===== src/verilog/nfca_params.svh =====
`ifndef NFCA_PARAMS_SVH
`define NFCA_PARAMS_SVH
// Register byte offsets
`define NFCA_OFF_CTRL  8'h00
`define NFCA_OFF_TASKS 8'h04
`define NFCA_OFF_PTR   8'h08
`define NFCA_OFF_LIMIT 8'h0C
`define NFCA_OFF_TXOPT 8'h10
`define NFCA_OFF_TXLEN 8'h14
`define NFCA_OFF_RXOPT 8'h18
`define NFCA_OFF_RXLEN 8'h1C
`define NFCA_OFF_STAT  8'h20
`define NFCA_OFF_STATE 8'h24
// Frame option bits
`define NFCA_OPT_PAR  0
`define NFCA_OPT_DROP 1
`define NFCA_OPT_SOF  2
`define NFCA_OPT_CRC  4
// Task bits
`define NFCA_TASK_TX 0
`define NFCA_TASK_RX 1
// Status bits
`define NFCA_ST_OVR 0
`define NFCA_ST_PAR 1
`define NFCA_ST_CRC 2
// Demodulated air symbols
`define NFCA_SYM_NONE 2'h0
`define NFCA_SYM_ZERO 2'h1
`define NFCA_SYM_ONE  2'h2
`define NFCA_SYM_EOF  2'h3
// Frame check sequence
`define NFCA_CRC_INIT 16'h6363
`define NFCA_CRC_POLY 16'h8408
// Reset values
`define NFCA_RST_PTR   32'h00000000
`define NFCA_RST_LIMIT 9'h000
`define NFCA_RST_OPT   5'h00
`define NFCA_RST_LEN   12'h000
`endif


===== src/verilog/nfca_pkg.sv =====
package nfca_pkg;
   typedef enum logic [2:0] {ST_OFF, ST_IDLE, ST_TX_RD, ST_TX_LD, ST_TX_SH, ST_TX_END, ST_RX} state_t;
   typedef struct packed {
      logic started;
      logic transmit_read_begin_event;
      logic transmit_read_done_event;
      logic receive_write_begin_event;
      logic receive_write_done_event;
      logic receive_fault_event;
   } event_t;
   typedef struct packed {
      logic        rd;
      logic        wr;
      logic [31:0] addr;
      logic [7:0]  wdata;
   } mem_req_t;
endpackage

===== src/verilog/nfca_crc.sv =====
`timescale 1ns/10ps
`include "nfca_params.svh"
module nfca_crc (
   input  wire logic        ref_clk,
   input  wire logic        rst_n,
   input  wire logic        ce,
   input  wire logic        clr,
   input  wire logic        en,
   input  wire logic [7:0]  din,
   output logic      [15:0] crc_q
);
   // One byte of the reflected CRC, LSB first as on air
   function automatic logic [15:0] crc_byte(input logic [15:0] c, input logic [7:0] d);
      logic [15:0] r;
      r = c ^ {8'h00, d};
      for (int i = 0; i < 8; i++) begin
         r = r[0] ? ((r >> 1) ^ `NFCA_CRC_POLY) : (r >> 1);
      end
      return r;
   endfunction

   // Clear wins so every frame starts from the seed
   always_ff @(posedge ref_clk) begin
      if (!rst_n) begin
         crc_q <= `NFCA_CRC_INIT;
      end else if (ce) begin
         if (clr) begin
            crc_q <= `NFCA_CRC_INIT;
         end else if (en) begin
            crc_q <= crc_byte(crc_q, din);
         end
      end
   end
endmodule // nfca_crc


===== src/verilog/nfca_frame_dma_engine.sv =====
// The strobed register port and the placing of the registers were left to the implementer.
`timescale 1ns/10ps
`include "nfca_params.svh"

// Operation
// - Reload antenna pin setting on every reset
// - Pins disabled keeps peripheral permanently off
// - RAM read or write, never both; transmit first
// - Begin and done events for RAM transfers
// - Never exceed limit; receive overrun flagged
// - Lengths exclude framing; receive counts CRC
// - Receive pointer only taken on arm task
// - Capture pointer and limit, signal started
// - Lowest address first, LSB first on air
// - Fetch whole bytes plus one partial byte
// - Send eight times bytes plus bits
// - SoF, parity, CRC each independently optional
// - Drop select picks first or last byte
// - Parity after partial first, never partial last
// - Strip and check framing; CRC kept in RAM
// - End symbol gives done event and length
module nfca_frame_dma_engine (
   input  wire logic           ref_clk,
   input  wire logic           rst_n,
   input  wire logic           ce,
   input  wire logic           nv_pin_protect,
   input  wire logic [7:0]     reg_addr,
   input  wire logic [31:0]    reg_wdata,
   input  wire logic           reg_wr,
   input  wire logic           reg_rd,
   output logic      [31:0]    reg_rdata,
   output nfca_pkg::mem_req_t  mem_req,
   input  wire logic [7:0]     mem_rdata,
   input  wire logic           air_clk,
   input  wire logic [1:0]     rx_sym,
   output logic                tx_bit,
   output logic                tx_en,
   output nfca_pkg::event_t    events
);
   logic               pin_prot_q;
   logic               enable_q;
   logic [31:0]        ptr_q;
   logic [31:0]        cur_ptr_q;
   logic [8:0]         limit_q;
   logic [8:0]         cur_lim_q;
   logic [8:0]         idx_q;
   logic [8:0]         nbytes_q;
   logic [4:0]         txopt_q;
   logic [4:0]         rxopt_q;
   logic [11:0]        txlen_q;
   logic [11:0]        rxlen_q;
   logic [2:0]         stat_q;
   logic [2:0]         stat_set_q;
   logic [31:0]        rdata_q;
   nfca_pkg::state_t   state_q;
   nfca_pkg::mem_req_t mem_q;
   nfca_pkg::event_t   evt_q;
   logic [8:0]         sh_q;
   logic [3:0]         cnt_q;
   logic [3:0]         rxn_q;
   logic [1:0]         crc_ph_q;
   logic               tx_bit_q;
   logic               tx_en_q;
   logic [7:0]         rxb_q;
   logic               in_frame_q;
   logic               par_err_q;
   logic               ovr_q;
   logic               crc_clr_q;
   logic               crc_en_q;
   logic [7:0]         crc_din_q;
   logic [15:0]        crc_q;
   logic [2:0]         clk_sync_q;
   logic [1:0]         sym_s1_q;
   logic [1:0]         sym_q;
   logic               air_tick;
   logic               tx_task;
   logic               rx_task;
   logic [9:0]         need_w;
   logic [8:0]         fetch_w;
   logic               part_first_w;
   logic               part_last_w;
   logic               bit_w;
   logic [7:0]         full_w;
   logic [7:0]         part_w;
   logic               rx_take;
   logic               rx_eof;
   logic               rx_part;
   logic               wr_go;
   logic [7:0]         wr_byte;
   logic               crc_bad;
   logic [2:0]         stat_clr_w;

   assign reg_rdata = rdata_q;
   assign mem_req   = mem_q;
   assign tx_bit    = tx_bit_q;
   assign tx_en     = tx_en_q;
   assign events    = evt_q;

   // Odd parity over a byte, shared by both directions
   function automatic logic odd_par(input logic [7:0] d);
      return ~^d;
   endfunction

   // Builds {bit count, shifter} for one byte on air
   function automatic logic [12:0] tx_load(input logic [7:0] b, input logic pf, input logic pl,
                                           input logic [2:0] bits, input logic par);
      logic [7:0] d;
      logic [3:0] n;
      logic [8:0] s;
      logic       p;
      d = b;
      n = 4'h8;
      p = par;
      if (pf) begin
         d = b >> (4'h8 - {1'b0, bits});
         n = {1'b0, bits};
      end else if (pl) begin
         n = {1'b0, bits};
         p = 1'b0;
      end
      s = {1'b0, d};
      if (p) begin
         s[n] = odd_par(d);
         n = n + 4'h1;
      end
      return {n, s};
   endfunction

   ////////////////////////////////////////////////////////////////////////
   // Link sampling: two flops before any use, third for edge history
   always_ff @(posedge ref_clk) begin
      if (!rst_n) begin
         clk_sync_q <= 3'h0;
         sym_s1_q   <= `NFCA_SYM_NONE;
         sym_q      <= `NFCA_SYM_NONE;
      end else if (ce) begin
         clk_sync_q <= {clk_sync_q[1:0], air_clk};
         sym_s1_q   <= rx_sym;
         sym_q      <= sym_s1_q;
      end
   end

   assign air_tick = clk_sync_q[1] & ~clk_sync_q[2];

   // Transmit wins when both tasks share one write
   assign tx_task = reg_wr && (reg_addr == `NFCA_OFF_TASKS) && reg_wdata[`NFCA_TASK_TX];
   assign rx_task = reg_wr && (reg_addr == `NFCA_OFF_TASKS) && reg_wdata[`NFCA_TASK_RX];

   // Bytes to fetch, clipped to the limit
   assign need_w  = {1'b0, txlen_q[11:3]} + {9'h000, |txlen_q[2:0]};
   assign fetch_w = (need_w > {1'b0, limit_q}) ? limit_q : need_w[8:0];
   assign part_first_w = (|txlen_q[2:0]) && txopt_q[`NFCA_OPT_DROP] && (idx_q == 9'h000);
   assign part_last_w  = (|txlen_q[2:0]) && !txopt_q[`NFCA_OPT_DROP] && (idx_q == txlen_q[11:3]);

   // Receive byte assembly, bits arrive LSB first
   assign bit_w   = (sym_q == `NFCA_SYM_ONE);
   assign full_w  = {bit_w, rxb_q[7:1]};
   assign part_w  = rxb_q >> (4'h8 - rxn_q);
   assign rx_take = (state_q == nfca_pkg::ST_RX) && air_tick && (sym_q == `NFCA_SYM_ZERO || bit_w)
                    && (in_frame_q || !rxopt_q[`NFCA_OPT_SOF]);
   assign rx_eof  = (state_q == nfca_pkg::ST_RX) && air_tick && (sym_q == `NFCA_SYM_EOF) && in_frame_q;
   assign rx_part = rx_eof && (rxn_q != 4'h0) && (rxn_q != 4'h8);
   assign wr_go   = (rx_take && (rxn_q == 4'h7)) || rx_part;
   assign wr_byte = rx_part ? part_w : full_w;
   assign crc_bad = rxopt_q[`NFCA_OPT_CRC] && (crc_q != 16'h0000);

   ////////////////////////////////////////////////////////////////////////
   // Pin setting is loaded while reset is held, so it tracks storage
   always_ff @(posedge ref_clk) begin
      if (!rst_n) begin
         pin_prot_q <= nv_pin_protect;
      end
   end

   // Software-written configuration
   always_ff @(posedge ref_clk) begin
      if (!rst_n) begin
         enable_q <= 1'b0;
         ptr_q    <= `NFCA_RST_PTR;
         limit_q  <= `NFCA_RST_LIMIT;
         txopt_q  <= `NFCA_RST_OPT;
         txlen_q  <= `NFCA_RST_LEN;
         rxopt_q  <= `NFCA_RST_OPT;
      end else if (ce && reg_wr) begin
         case (reg_addr)
            `NFCA_OFF_CTRL:  enable_q <= reg_wdata[0];
            `NFCA_OFF_PTR:   ptr_q <= reg_wdata;
            `NFCA_OFF_LIMIT: limit_q <= reg_wdata[8:0];
            `NFCA_OFF_TXOPT: txopt_q <= reg_wdata[4:0];
            `NFCA_OFF_TXLEN: txlen_q <= reg_wdata[11:0];
            `NFCA_OFF_RXOPT: rxopt_q <= reg_wdata[4:0];
            default: ;
         endcase
      end
   end

   // Status is write-one-to-clear; a new flag beats the clear
   assign stat_clr_w = (reg_wr && reg_addr == `NFCA_OFF_STAT) ? reg_wdata[2:0] : 3'h0;

   always_ff @(posedge ref_clk) begin
      if (!rst_n) begin
         stat_q <= 3'h0;
      end else if (ce) begin
         stat_q <= (stat_q & ~stat_clr_w) | stat_set_q;
      end
   end

   // Read data stand for one cycle only; unmapped reads give zero
   always_ff @(posedge ref_clk) begin
      if (!rst_n) begin
         rdata_q <= 32'h00000000;
      end else if (ce) begin
         rdata_q <= 32'h00000000;
         if (reg_rd) begin
            case (reg_addr)
               `NFCA_OFF_CTRL:  rdata_q <= {31'h00000000, enable_q};
               `NFCA_OFF_PTR:   rdata_q <= ptr_q;
               `NFCA_OFF_LIMIT: rdata_q <= {23'h000000, limit_q};
               `NFCA_OFF_TXOPT: rdata_q <= {27'h0000000, txopt_q};
               `NFCA_OFF_TXLEN: rdata_q <= {20'h00000, txlen_q};
               `NFCA_OFF_RXOPT: rdata_q <= {27'h0000000, rxopt_q};
               `NFCA_OFF_RXLEN: rdata_q <= {20'h00000, rxlen_q};
               `NFCA_OFF_STAT:  rdata_q <= {29'h00000000, stat_q};
               `NFCA_OFF_STATE: rdata_q <= {28'h0000000, pin_prot_q, state_q};
               default: ;
            endcase
         end
      end
   end

   ////////////////////////////////////////////////////////////////////////
   // Transfer engine: one sequencer owns the RAM port, so no overlap
   always_ff @(posedge ref_clk) begin
      if (!rst_n) begin
         state_q    <= nfca_pkg::ST_OFF;
         mem_q      <= '0;
         evt_q      <= '0;
         cur_ptr_q  <= `NFCA_RST_PTR;
         cur_lim_q  <= `NFCA_RST_LIMIT;
         idx_q      <= 9'h000;
         nbytes_q   <= 9'h000;
         sh_q       <= 9'h000;
         cnt_q      <= 4'h0;
         crc_ph_q   <= 2'h0;
         tx_bit_q   <= 1'b0;
         tx_en_q    <= 1'b0;
         rxb_q      <= 8'h00;
         rxn_q      <= 4'h0;
         in_frame_q <= 1'b0;
         par_err_q  <= 1'b0;
         ovr_q      <= 1'b0;
         rxlen_q    <= `NFCA_RST_LEN;
         stat_set_q <= 3'h0;
         crc_clr_q  <= 1'b1;
         crc_en_q   <= 1'b0;
         crc_din_q  <= 8'h00;
      end else if (ce) begin
         mem_q.rd   <= 1'b0;
         mem_q.wr   <= 1'b0;
         evt_q      <= '0;
         crc_en_q   <= 1'b0;
         crc_clr_q  <= 1'b0;
         stat_set_q <= 3'h0;
         unique case (state_q)
            nfca_pkg::ST_OFF: begin
               if (enable_q && pin_prot_q) begin
                  state_q <= nfca_pkg::ST_IDLE;
               end
            end
            nfca_pkg::ST_IDLE: begin
               crc_clr_q <= 1'b1;
               if (!enable_q) begin
                  state_q <= nfca_pkg::ST_OFF;
               end else if (tx_task) begin
                  cur_ptr_q     <= ptr_q;
                  cur_lim_q     <= limit_q;
                  nbytes_q      <= fetch_w;
                  idx_q         <= 9'h000;
                  crc_ph_q      <= 2'h0;
                  evt_q.started <= 1'b1;
                  sh_q          <= 9'h001;
                  cnt_q         <= txopt_q[`NFCA_OPT_SOF] ? 4'h1 : 4'h0;
                  state_q       <= nfca_pkg::ST_TX_SH;
               end else if (rx_task) begin
                  cur_ptr_q     <= ptr_q;
                  cur_lim_q     <= limit_q;
                  evt_q.started <= 1'b1;
                  idx_q         <= 9'h000;
                  rxn_q         <= 4'h0;
                  in_frame_q    <= 1'b0;
                  par_err_q     <= 1'b0;
                  ovr_q         <= 1'b0;
                  state_q       <= nfca_pkg::ST_RX;
               end
            end
            nfca_pkg::ST_TX_SH: begin
               if (cnt_q != 4'h0) begin
                  if (air_tick) begin
                     tx_en_q  <= 1'b1;
                     tx_bit_q <= sh_q[0];
                     sh_q     <= sh_q >> 1;
                     cnt_q    <= cnt_q - 4'h1;
                  end
               end else if (idx_q != nbytes_q) begin
                  state_q <= nfca_pkg::ST_TX_RD;
               end else if (txopt_q[`NFCA_OPT_CRC] && crc_ph_q != 2'h2) begin
                  {cnt_q, sh_q} <= tx_load(crc_ph_q[0] ? crc_q[15:8] : crc_q[7:0], 1'b0, 1'b0,
                                           txlen_q[2:0], txopt_q[`NFCA_OPT_PAR]);
                  crc_ph_q <= crc_ph_q + 2'h1;
               end else begin
                  state_q <= nfca_pkg::ST_TX_END;
               end
            end
            nfca_pkg::ST_TX_RD: begin
               mem_q.rd   <= 1'b1;
               mem_q.addr <= cur_ptr_q + {23'h000000, idx_q};
               evt_q.transmit_read_begin_event <= (idx_q == 9'h000);
               state_q    <= nfca_pkg::ST_TX_LD;
            end
            nfca_pkg::ST_TX_LD: begin
               {cnt_q, sh_q} <= tx_load(mem_rdata, part_first_w, part_last_w, txlen_q[2:0],
                                        txopt_q[`NFCA_OPT_PAR]);
               crc_en_q  <= 1'b1;
               crc_din_q <= mem_rdata;
               idx_q     <= idx_q + 9'h001;
               evt_q.transmit_read_done_event <= (idx_q + 9'h001 == nbytes_q);
               state_q   <= nfca_pkg::ST_TX_SH;
            end
            nfca_pkg::ST_TX_END: begin
               if (air_tick) begin
                  tx_en_q <= 1'b0;
                  state_q <= nfca_pkg::ST_IDLE;
               end
            end
            nfca_pkg::ST_RX: begin
               // First symbol opens the frame; SoF itself is dropped
               if (air_tick && !in_frame_q && (sym_q == `NFCA_SYM_ZERO || bit_w)) begin
                  in_frame_q <= 1'b1;
                  evt_q.receive_write_begin_event <= 1'b1;
               end
               if (rx_take) begin
                  if (rxn_q == 4'h8) begin
                     par_err_q <= par_err_q | (bit_w != odd_par(rxb_q));
                     rxn_q     <= 4'h0;
                  end else begin
                     rxb_q <= full_w;
                     rxn_q <= (rxn_q != 4'h7) ? rxn_q + 4'h1 :
                              (rxopt_q[`NFCA_OPT_PAR] ? 4'h8 : 4'h0);
                  end
               end
               // Bytes past the limit are dropped and flagged
               if (wr_go) begin
                  if (idx_q < cur_lim_q) begin
                     mem_q.wr    <= 1'b1;
                     mem_q.addr  <= cur_ptr_q + {23'h000000, idx_q};
                     mem_q.wdata <= wr_byte;
                     idx_q       <= idx_q + {8'h00, !rx_part};
                     crc_en_q    <= !rx_part;
                     crc_din_q   <= wr_byte;
                  end else begin
                     ovr_q <= 1'b1;
                  end
               end
               if (rx_eof) begin
                  rxlen_q <= {idx_q, (rxn_q == 4'h8) ? 3'h0 : rxn_q[2:0]};
                  evt_q.receive_write_done_event <= 1'b1;
                  stat_set_q <= {crc_bad, par_err_q, ovr_q | (rx_part && idx_q >= cur_lim_q)};
                  evt_q.receive_fault_event <= crc_bad | par_err_q | ovr_q
                                               | (rx_part && idx_q >= cur_lim_q);
                  in_frame_q <= 1'b0;
                  state_q    <= nfca_pkg::ST_IDLE;
               end
            end
         endcase
      end
   end

   nfca_crc u_crc (
      .ref_clk (ref_clk),
      .rst_n   (rst_n),
      .ce      (ce),
      .clr     (crc_clr_q),
      .en      (crc_en_q),
      .din     (crc_din_q),
      .crc_q   (crc_q)
   );
endmodule // nfca_frame_dma_engine


===== config.mk =====
export PLATFORM = sky130hd
export DESIGN_NAME = nfca_frame_dma_engine
export DESIGN_NICKNAME = d
export VERILOG_FILES = /design/src/verilog/nfca_pkg.sv /design/src/verilog/nfca_crc.sv /design/src/verilog/nfca_frame_dma_engine.sv
export VERILOG_INCLUDE_DIRS = /design/src /design/src/verilog
export SDC_FILE = /design/constraint.sdc
export NUM_CORES = 1
export LEC_CHECK = 0
export BUFFER_PORTS_ARGS = -buffer_cell sky130_fd_sc_hd__buf_2
export CAP_MARGIN = 10
export CELL_PAD_IN_SITES_DETAIL_PLACEMENT = 0
export CELL_PAD_IN_SITES_GLOBAL_PLACEMENT = 1
export CORE_MARGIN = 4
export CORE_UTILIZATION = 46
export CTS_BUF_LIST = sky130_fd_sc_hd__clkbuf_2
export CTS_CLUSTER_SIZE = 20
export DETAILED_ROUTE_END_ITERATION = 16
export PLACE_DENSITY = 0.88
export SETUP_SLACK_MARGIN = 0.5
export SYNTH_ARGS = -nofsm -noshare
export SYNTH_HDL_FRONTEND = slang
export SYNTH_HIERARCHICAL = 1
export SYNTH_SLANG_ARGS = --single-unit

===== constraint.sdc =====
create_clock -name ref_clk -period 3.7 [get_ports ref_clk]
set_clock_uncertainty 0.15 [all_clocks]
set_input_delay 0.37 -clock ref_clk [delete_from_list [all_inputs] [get_ports ref_clk]]
set_output_delay 0.37 -clock ref_clk [all_outputs]
set_load 0.05 [all_outputs]

Word-level counts from Yosys, hierarchy flattened
Index checks and enable logic that the tools add are counted.
Widths: inputs -> output; s select.
Word-level totals
  word-level logic and storage cells: 331
  bits in latches: 0
  bits in read-only memories: 0
  register bits after elaboration: 290
  RAM bits: 0
  memories: 0
  bits of input ports: 57
  output and inout bits: 82
Cells by class
  multiplexer cells: 126
  $mul: 0
  divide/modulo/power cells: 0
  bitwise operators: 20
  equal/unequal tests: 51
  add/subtract/negate cells: 10
  shifts and indexed selects: 2
  magnitude comparators: 5
  reduce and logical (&&, ||, !) cells: 74
Operators with widths (number)
  $pmux 32 s9: 1
  $mux 16: 10
  $mux 9: 15
  $mux 32: 3
  $mux 41: 2
  $mux 4: 19
  $mux 8: 8
  $pmux 32 s2: 1
  $pmux 9 s3: 2
  $mux 3: 14
  $reduce_and 7->1: 5
  $mux 1: 33
  $add 32x9->32: 1
  $eq 8x5->1 const B: 4
  $ne 2x2->1 const B: 16
  $reduce_and 4->1: 7
  $logic_and 1x1->1: 24
  $not 2->3: 8
  $reduce_xnor 8->1: 3
  $pmux 3 s7: 1
  $eq 9x9->1: 2
  $reduce_and 6->1: 3
  $eq 8x4->1 const B: 2
  $eq 8x6->1 const B: 2
  other kinds (57): 102

Logic depth before layout (Yosys ltp)
Gate-level depths: netlist of run 1.
  word-level depth: 19
  depth in mapped cells: 20

Modules after synthesis
The synthesis of run 1 kept the hierarchy.
Modules (own cells, without submodules)
  nfca_frame_dma_engine: area an instance 14528.9 µm², times used 1, cells an instance 1846
  nfca_crc: area an instance 788.3 µm², times used 1, cells an instance 79

Worst setup path after synthesis of run 1
OpenSTA, ideal clock, no wires.
  path type: register to register
  start point: register txlen_q[0]
  end point: register nbytes_q[8]
  setup time: 0.138 ns
  cell stages (with the launch flop): 19
  data arrival time: 3.113 ns
  slack: 0.300 ns
  required time: 3.412 ns
  cells stage by stage: dfxtp_1 -> buf_6 -> inv_1 -> ha_1 -> ha_1 -> inv_1 -> ha_1 -> ha_1 -> ha_1 -> nor2b_1 -> o21a_1 -> o21a_1 -> o21ai_0 -> a21oi_1 -> o2111ai_1 -> nand3_1 -> clkbuf_1 -> nand4_1 -> o221ai_1
On the way
  longest elaborated chain between the ends: 4
RTL lines
  start: declaration: line nfca_frame_dma_engine.sv:50  | logic [11:0] txlen_q;
  start signal: assignment: line nfca_frame_dma_engine.sv:182  | txlen_q <= `NFCA_RST_LEN;
  start signal: assignment: line nfca_frame_dma_engine.sv:190  | `NFCA_OFF_TXLEN: txlen_q <= reg_wdata[11:0];
  $reduce_or 3->1 (*): line nfca_frame_dma_engine.sv:150  | assign need_w = {1'b0, txlen_q[11:3]} + {9'h000, |txlen_q[2:0]};
  $add 9x1->10 (*): line nfca_frame_dma_engine.sv:150
  $gt 10x9->1: line nfca_frame_dma_engine.sv:151  | assign fetch_w = (need_w > {1'b0, limit_q}) ? limit_q : need_w[8:0];
  $mux 9 (*): line nfca_frame_dma_engine.sv:151
  end signal: assignment: line nfca_frame_dma_engine.sv:277  | nbytes_q <= fetch_w;
  end: declaration: line nfca_frame_dma_engine.sv:47  | logic [8:0] nbytes_q;
Every way passes the cells marked *; elsewhere a longest branch is shown, timed or not.
A chain may end at the register's enable or synchronous reset.

Final worst setup path of run 1
  start point: input port reg_addr[1]
  end point: register txlen_q[9]
On the way
  longest elaborated chain between the ends: 2
RTL lines
  start: declaration: line nfca_frame_dma_engine.sv:27  | input wire logic [7:0] reg_addr,
  $eq 8x5->1: line nfca_frame_dma_engine.sv:185  | case (reg_addr)
  $reduce_and 2->1 (no source line)
Every way passes these cells.

==> impl_metrics.yaml, run 1 <==
outcome:
  status: "finished, final reports clean"
route:
  viasPerCell: 5.61
  drtAntennaViolNets: 0
  wl_per_cell_um: 18.3
  drc: 0
  wl_mm: 47.9
  via_count: 14716
  dr.pass1.iters: 5
  drt_iter0_markers: 1350
critical_path:
  path_cells: "dlygate4sd3_1, buf_2, nor3_2, nand2_1, dlygate4sd3_1, nor3_1, dlygate4sd3_1, buf_4, nand2_1, dlygate4sd3_1, a21oi_1"
  slowest_delay_ns: 0.67
  path_buf_inv: 6
  crit_path_start_kind: "input port"
  arrival_ns: 3.82
  worst_setup_path_end_kind: "register"
  path_max_fanout: 9
  crit_family: "buffers and inverters"
  crit_top_cell: "dlygate4sd3_1"
  crit_type: "in2reg"
  required_ns: 4.36
  critPathSlowestCell: "dlygate4sd3_1"
clock_tree:
  clkTransAtPathRegs_ns: 0.12
  cts_tree: "yes"
  cts_htree_levels: 3
  numCtsBuffers: 78
  cts-root-buf: "clkbuf_2"
  cts_buffer_depth: 3
  insertion_delay_ns: 0.90
  clock-sinks: 290
grt:
  grt_use_total_pct: 25.6
  grt_pass1_wl_mm: 75.4
  grt_max_degree: 93
  overflow: 0
  antenna_found_initial: 1
  grt_pass1_vias: 13921
cells_and_area:
  final_common_cell: "nand2_1"
  area_growth_pct: 17.3
  n_fill_cell: 3166
  design_area_sq_mm: 0.0180
  most-common-layout-cells: "330 x nand2_1, 281 x dfxtp_1, 225 x a21oi_1"
  drive_above_1_share_pct: 18.4
  fin_nets: 2234
  multi_input_area_sq_mm: 0.00892
  regArea_sq_mm: 0.00583
timing:
  worst_pin_slew_ns: 0.865
  fin_crit_ns: 3.16
  setup_viol: 0
  period_share_pct: 85.4
  slew_viol_final: 0
  rsz0062_at_grt: "true"
  max_slew_margin_pct: 42.4
  tns_ns: 0
  hold_viol: 0
  fmax_mhz: 317
job:
  maxCapViolations: 0
floorplanning:
  die_height_um: 190
  io_pins: 139
  die_w_um: 190
  fp.coreArea_sq_mm: 0.0327
  initial_utilization_pct: 46.8
  fp-row-count: 66
  dieArea_sq_mm: 0.0363
logic_synthesis:
  synthCells: 1925
  ys_seq_area_share_pct: 38.0
  ys_ff_latch: 290
  synth_flop_cell: "dfxtp_1"
  netlist_area_sq_mm: 0.0153
  synth-edff-count: 1
  yosys_warnings: 6
  synthArstFlopShare_pct: 0
  syn_nets: 2028
  syn_area_per_cell_sq_um: 7.96
  netlist-cell-type-count: 88
power:
  p_leak_nw: 6.85
  vdd_drop_max_mv: 0.217
  p_per_area_mw_per_mm2: 325
  finalPower_mw: 5.83
placement:
  place_area_sq_mm: 0.0163
  hpwl_mm: 33.6
  port_buffers: 138
  globalplace.congestion: 0.912
hold_path:
  min_path_type: "in2reg"
-- synthesized netlist by cell type (6+ instances only) --
library cell | count | area, sq um
ha_1 | 45 | 563
a21o_1 | 8 | 60.1
a211o_1 | 6 | 52.6
nand3_1 | 48 | 240
o221ai_1 | 9 | 78.8
xnor2_2 | 6 | 97.6
or3_1 | 12 | 75.1
and2_1 | 7 | 43.8
nand4_1 | 24 | 150
mux2_2 | 6 | 67.6
o211ai_1 | 8 | 60.1
clkbuf_1 | 102 | 383
nor3_1 | 24 | 120
buf_2 | 10 | 50.1
o21a_1 | 8 | 60.1
a21oi_1 | 226 | 1130
inv_1 | 50 | 188
xnor2_1 | 64 | 561
nand2b_1 | 9 | 56.3
nand2_1 | 331 | 1240
and3_1 | 19 | 119
a222oi_1 | 6 | 60.1
a22oi_1 | 38 | 285
a31oi_1 | 19 | 119
mux2i_1 | 68 | 681
nor4_1 | 9 | 56.3
xor2_1 | 45 | 394
o21ai_0 | 74 | 370
buf_1 | 6 | 22.5
a211oi_1 | 24 | 180
nor2b_1 | 9 | 56.3
nor2_1 | 197 | 739
dfxtp_1 | 289 | 5790
o22ai_1 | 10 | 62.6
-- timing repair --
item                       4_1_cts  5_1_grt
resized for setup               16       27
pin swaps                        9       12
buffers inserted                 5        4
setup endpoints to repair       10       56
hold buffers                    66        0
hold endpoints to repair       139        0
cloned                           1        0
-- worst paths after layout --
path | start | endpoint | slack [ns] | cells after the start
hold / removal | reg_addr[6] | reg_rdata[3] | 0.09 | 7
hold reg to reg | mem_req[15] | mem_req[15] | 0.30 | 2
setup reg to reg | txlen_q[0] | nbytes_q[6] | 0.54 | 19
setup / recovery | reg_addr[1] | txlen_q[9] | 0.54 | 11
-- worst register-to-register path, cell delays in order, from the launching register on --
cell and delay (ns):
dfxtp_2 0.36, inv_4 0.05, ha_4 0.16, ha_4 0.17, inv_4 0.06, ha_4 0.13, ha_4 0.13, nand2_2 0.06
nor2_4 0.12, nand3_2 0.10, xnor2_2 0.16, ha_1 0.32, nand4_1 0.09, nor2_1 0.11, nand4_1 0.21, o2111ai_4 0.18
buf_12 0.14, nand3_4 0.10, nand4_1 0.14, o221ai_2 0.11
-- cells by family after synthesis --
kind of cell,Yosys count,share of synthesized area (%)
compound gates,490,19.6
xor+xnor,116,6.98
fa+ha+maj,46,3.81
buf+inv,187,5.33
flops,290,38.0
mux,79,5.62
simple gates,717,20.7
-- routing by layer --
layer	vias to the layer above	part of all wire (%)	global-route usage, %
met2	486	44	39.0
met3	67	6.4	4.17
li1	7177	-	-
met5	-	0	0
met4	0	1.6	6.57
met1	6986	48	37.8
-- through the flow --
step | cells | util (%) | worst slack [ns] | hold slack (ns)
after floorplan | 1925 | - | 0.501 | 0.282
after global placement | 2417 | 50.0 | 0.296 | 0.288
after detailed placement | 2417 | 50.0 | 0.242 | 0.291
after CTS | 2617 | 54.4 | 0.508 | 0.00486
after global routing | 2623 | 54.9 | 0.384 | 0.0557
final | 2623 | 54.9 | 0.541 | 0.0903
-- power by group --
| group | switching (mW) | internal, mW | total, mW |
|---|---|---|---|
| clock | 1.34 | 0.849 | 2.19 |
| sequential | 0.0240 | 3.15 | 3.17 |
| combinational | 0.301 | 0.164 | 0.465 |
-- state kept, by name, indices dropped and copies added (netlist names), 3 cells and up --
name and flops:
stat_set_q 3, txlen_q 12, reg_rdata 32, u_crc/crc_q 16, limit_q 9, idx_q 9, rxopt_q 5, clk_sync_q 3
mem_req 42, events 6, ptr_q 32, rxlen_q 12, stat_q 3, rxn_q 4, nbytes_q 9, sh_q 9
state_q 3, crc_din_q 8, rxb_q 8, cur_lim_q 9, cur_ptr_q 32, txopt_q 5, cnt_q 4
-- cell type report --
type | count | area share, %
Timing Repair Buffer | 256 | 9.93
Tap cell | 442 | 3.08
Sequential cell | 290 | 32.4
Antenna cell | 2 | 0.0279
Clock inverter | 7 | 0.244
Clock buffer | 121 | 3.37
Multi-Input combinational cell | 1449 | 49.7
Inverter | 56 | 1.23
No activity file was read; power rests on OpenSTA's default activity.
==> run 2, diff against run 1 <==
- RECOVER_POWER: default -> 100
==> impl_metrics.yaml, run 2 (synthesis results as in run 1) <==
outcome:
  status: "complete, but fails checks"
  violations: "capacitance limit, slew limit"
clock_tree:
  clock-sinks: 290
  cts_htree_levels: 3
  numCtsBuffers: 78
  clkTransAtPathRegs_ns: 0.10
  insertion_delay_ns: 0.90
  cts_buffer_depth: 3
  cts_tree: "yes"
  cts-root-buf: "clkbuf_2"
power:
  p_int_mw: 4.15
  vdd_drop_max_mv: 0.220
  pwr-share-seq_pct: 54.5
  swShare_pct: 28.6
  p_leak_nw: 6.44
  clock_power_share_pct: 37.6
  p_switching_mw: 1.66
  p_per_area_mw_per_mm2: 327
  comb_power_share_pct: 7.9
  finalPower_mw: 5.82
timing:
  hold_viol: 0
  setup_viol: 0
  rsz0062_at_grt: "true"
  period_share_pct: 89.6
  fmax_mhz: 302
  tns_ns: 0
  slew_viol_final: 65
  worst_pin_slew_ns: 2.33
  fin_crit_ns: 3.32
  hold_ws_ns: 0.0783
  max_slew_margin_pct: -55.6
  fin_ws_ns: 0.384
placement:
  place_area_sq_mm: 0.0163
  port_buffers: 138
  dp_slack_ns: 0.242
  hpwl_mm: 33.6
  globalplace.congestion: 0.912
  dp_cells: 2417
route:
  drtAntennaViolNets: 0
  wl_met2_mm: 21.1
  top_layer: "met4"
  drt_iter0_markers: 1297
  wl_per_cell_um: 18.3
  wl_mm: 48.0
  viasPerCell: 5.62
  drc: 0
  met1Wirelength_mm: 23.0
  dr_wl_met3_mm: 3.11
  dr.pass1.iters: 5
  via_count: 14729
hold_path:
  hold_depth: 7
  hold_path_end: "stat_q[2]"
  min_path_type: "in2reg"
  min-delay-start: "reg_addr[3]"
cells_and_area:
  fin_util_pct: 54.4
  design_area_sq_mm: 0.0178
  fin_cells: 2623
  n_fill_cell: 3210
  final_common_cell: "nand2_1"
  fin_nets: 2234
  largest_register_ffs: 42
  drive_above_1_share_pct: 13.9
  most-common-layout-cells: "330 x nand2_1, 281 x dfxtp_1, 225 x a21oi_1"
  area_growth_pct: 16.0
critical_path:
  crit_top_cell: "ha_4"
  reg2reg_from: "txlen_q[1]"
  path_buf_inv: 2
  required_ns: 4.27
  arrival_ns: 3.89
  r2r_setup_slack_ns: 0.38
  worst_setup_path_end_kind: "register"
  crit_family: "simple AND/OR/NAND/NOR gates"
  critPathSlowestCell: "dfxtp_2"
  r2r_cells: 18
  crit_type: "reg2reg"
  slowest_delay_ns: 0.35
  crit_path_start_kind: "register"
  path_max_fanout: 7
  path_cells: "inv_2, ha_4, ha_4, inv_4, ha_4, ha_4, nand2_2, nor2_4, nand3_1, xnor2_1, ha_1, nand4_1, nor2_1, nand4_1, o2111ai_4, nand3_1, mux2i_1, a21oi_1"
  timing.rr.end: "nbytes_q[0]"
grt:
  grt_use_total_pct: 25.6
  grt_pass1_vias: 13921
  grt_pass1_wl_mm: 75.4
  antenna_found_initial: 1
  grt_max_degree: 93
  overflow: 0
floorplanning:
  io_pins: 139
  initial_utilization_pct: 46.8
  die_w_um: 190
  dieArea_sq_mm: 0.0363
  die_height_um: 190
  fp.coreArea_sq_mm: 0.0327
  fp-row-count: 66
job:
  maxCapViolations: 1
run 2: cell type report:
type / count / area [sq um] / share of cell area, %
repair buffers: 256 / 1630 / 9.18
clock buffers: 121 / 606 / 3.41
multi-input cells: 1449 / 8890 / 50.0
flip-flops and latches: 290 / 5830 / 32.8
inverters: 56 / 215 / 1.21
diodes: 2 / 5.00 / 0.0282
well taps: 442 / 553 / 3.11
clock inverters: 7 / 43.8 / 0.246
run 2: worst register-to-register path, cell delays in order (launching register included):
cell and delay, ns:
dfxtp_2 0.35, inv_2 0.05, ha_4 0.16, ha_4 0.17
inv_4 0.06, ha_4 0.13, ha_4 0.13, nand2_2 0.06
nor2_4 0.10, nand3_1 0.10, xnor2_1 0.17, ha_1 0.33
nand4_1 0.09, nor2_1 0.11, nand4_1 0.21, o2111ai_4 0.17
nand3_1 0.31, mux2i_1 0.25, a21oi_1 0.08
run 2: what timing repair did:
| item | in CTS | in global routing |
|---|---|---|
| gates cloned | 1 | 0 |
| hold endpoints to repair | 139 | 0 |
| pin swaps | 9 | 12 |
| setup endpoints to repair | 10 | 56 |
| gates resized for setup | 16 | 27 |
| setup buffers | 5 | 4 |
| hold buffers | 66 | 0 |
run 2: worst max path at each step:
stage                     from     endpoint  slack [ns]  cells after the start
CTS                 txlen_q[1]  nbytes_q[0]        0.51                     18
detailed placement  txlen_q[2]  nbytes_q[2]        0.24                     17
finish              txlen_q[1]  nbytes_q[0]        0.38                     18
global placement    txlen_q[0]  nbytes_q[1]        0.30                     18
floorplan           txlen_q[0]  nbytes_q[8]        0.50                     18
global route        txlen_q[0]  nbytes_q[1]        0.20                     18
run 2: power groups by stage:
stage / Sequential, mW / Combinational (mW) / Clock [mW]
3_3_place_gp: 3.24 / 0.405 / 0
5_1_grt: 3.18 / 0.497 / 2.42
4_1_cts: 3.17 / 0.460 / 2.25
6_report: 3.17 / 0.458 / 2.19
3_5_place_dp: 3.24 / 0.408 / 0
2_1_floorplan: 3.28 / 0.234 / 0
run 2: metal layers:
layer | vias up | global-route usage [%]
met5 | - | 0
met4 | 0 | 6.57
met3 | 73 | 4.17
met2 | 506 | 39.0
met1 | 6983 | 37.8
li1 | 7167 | -
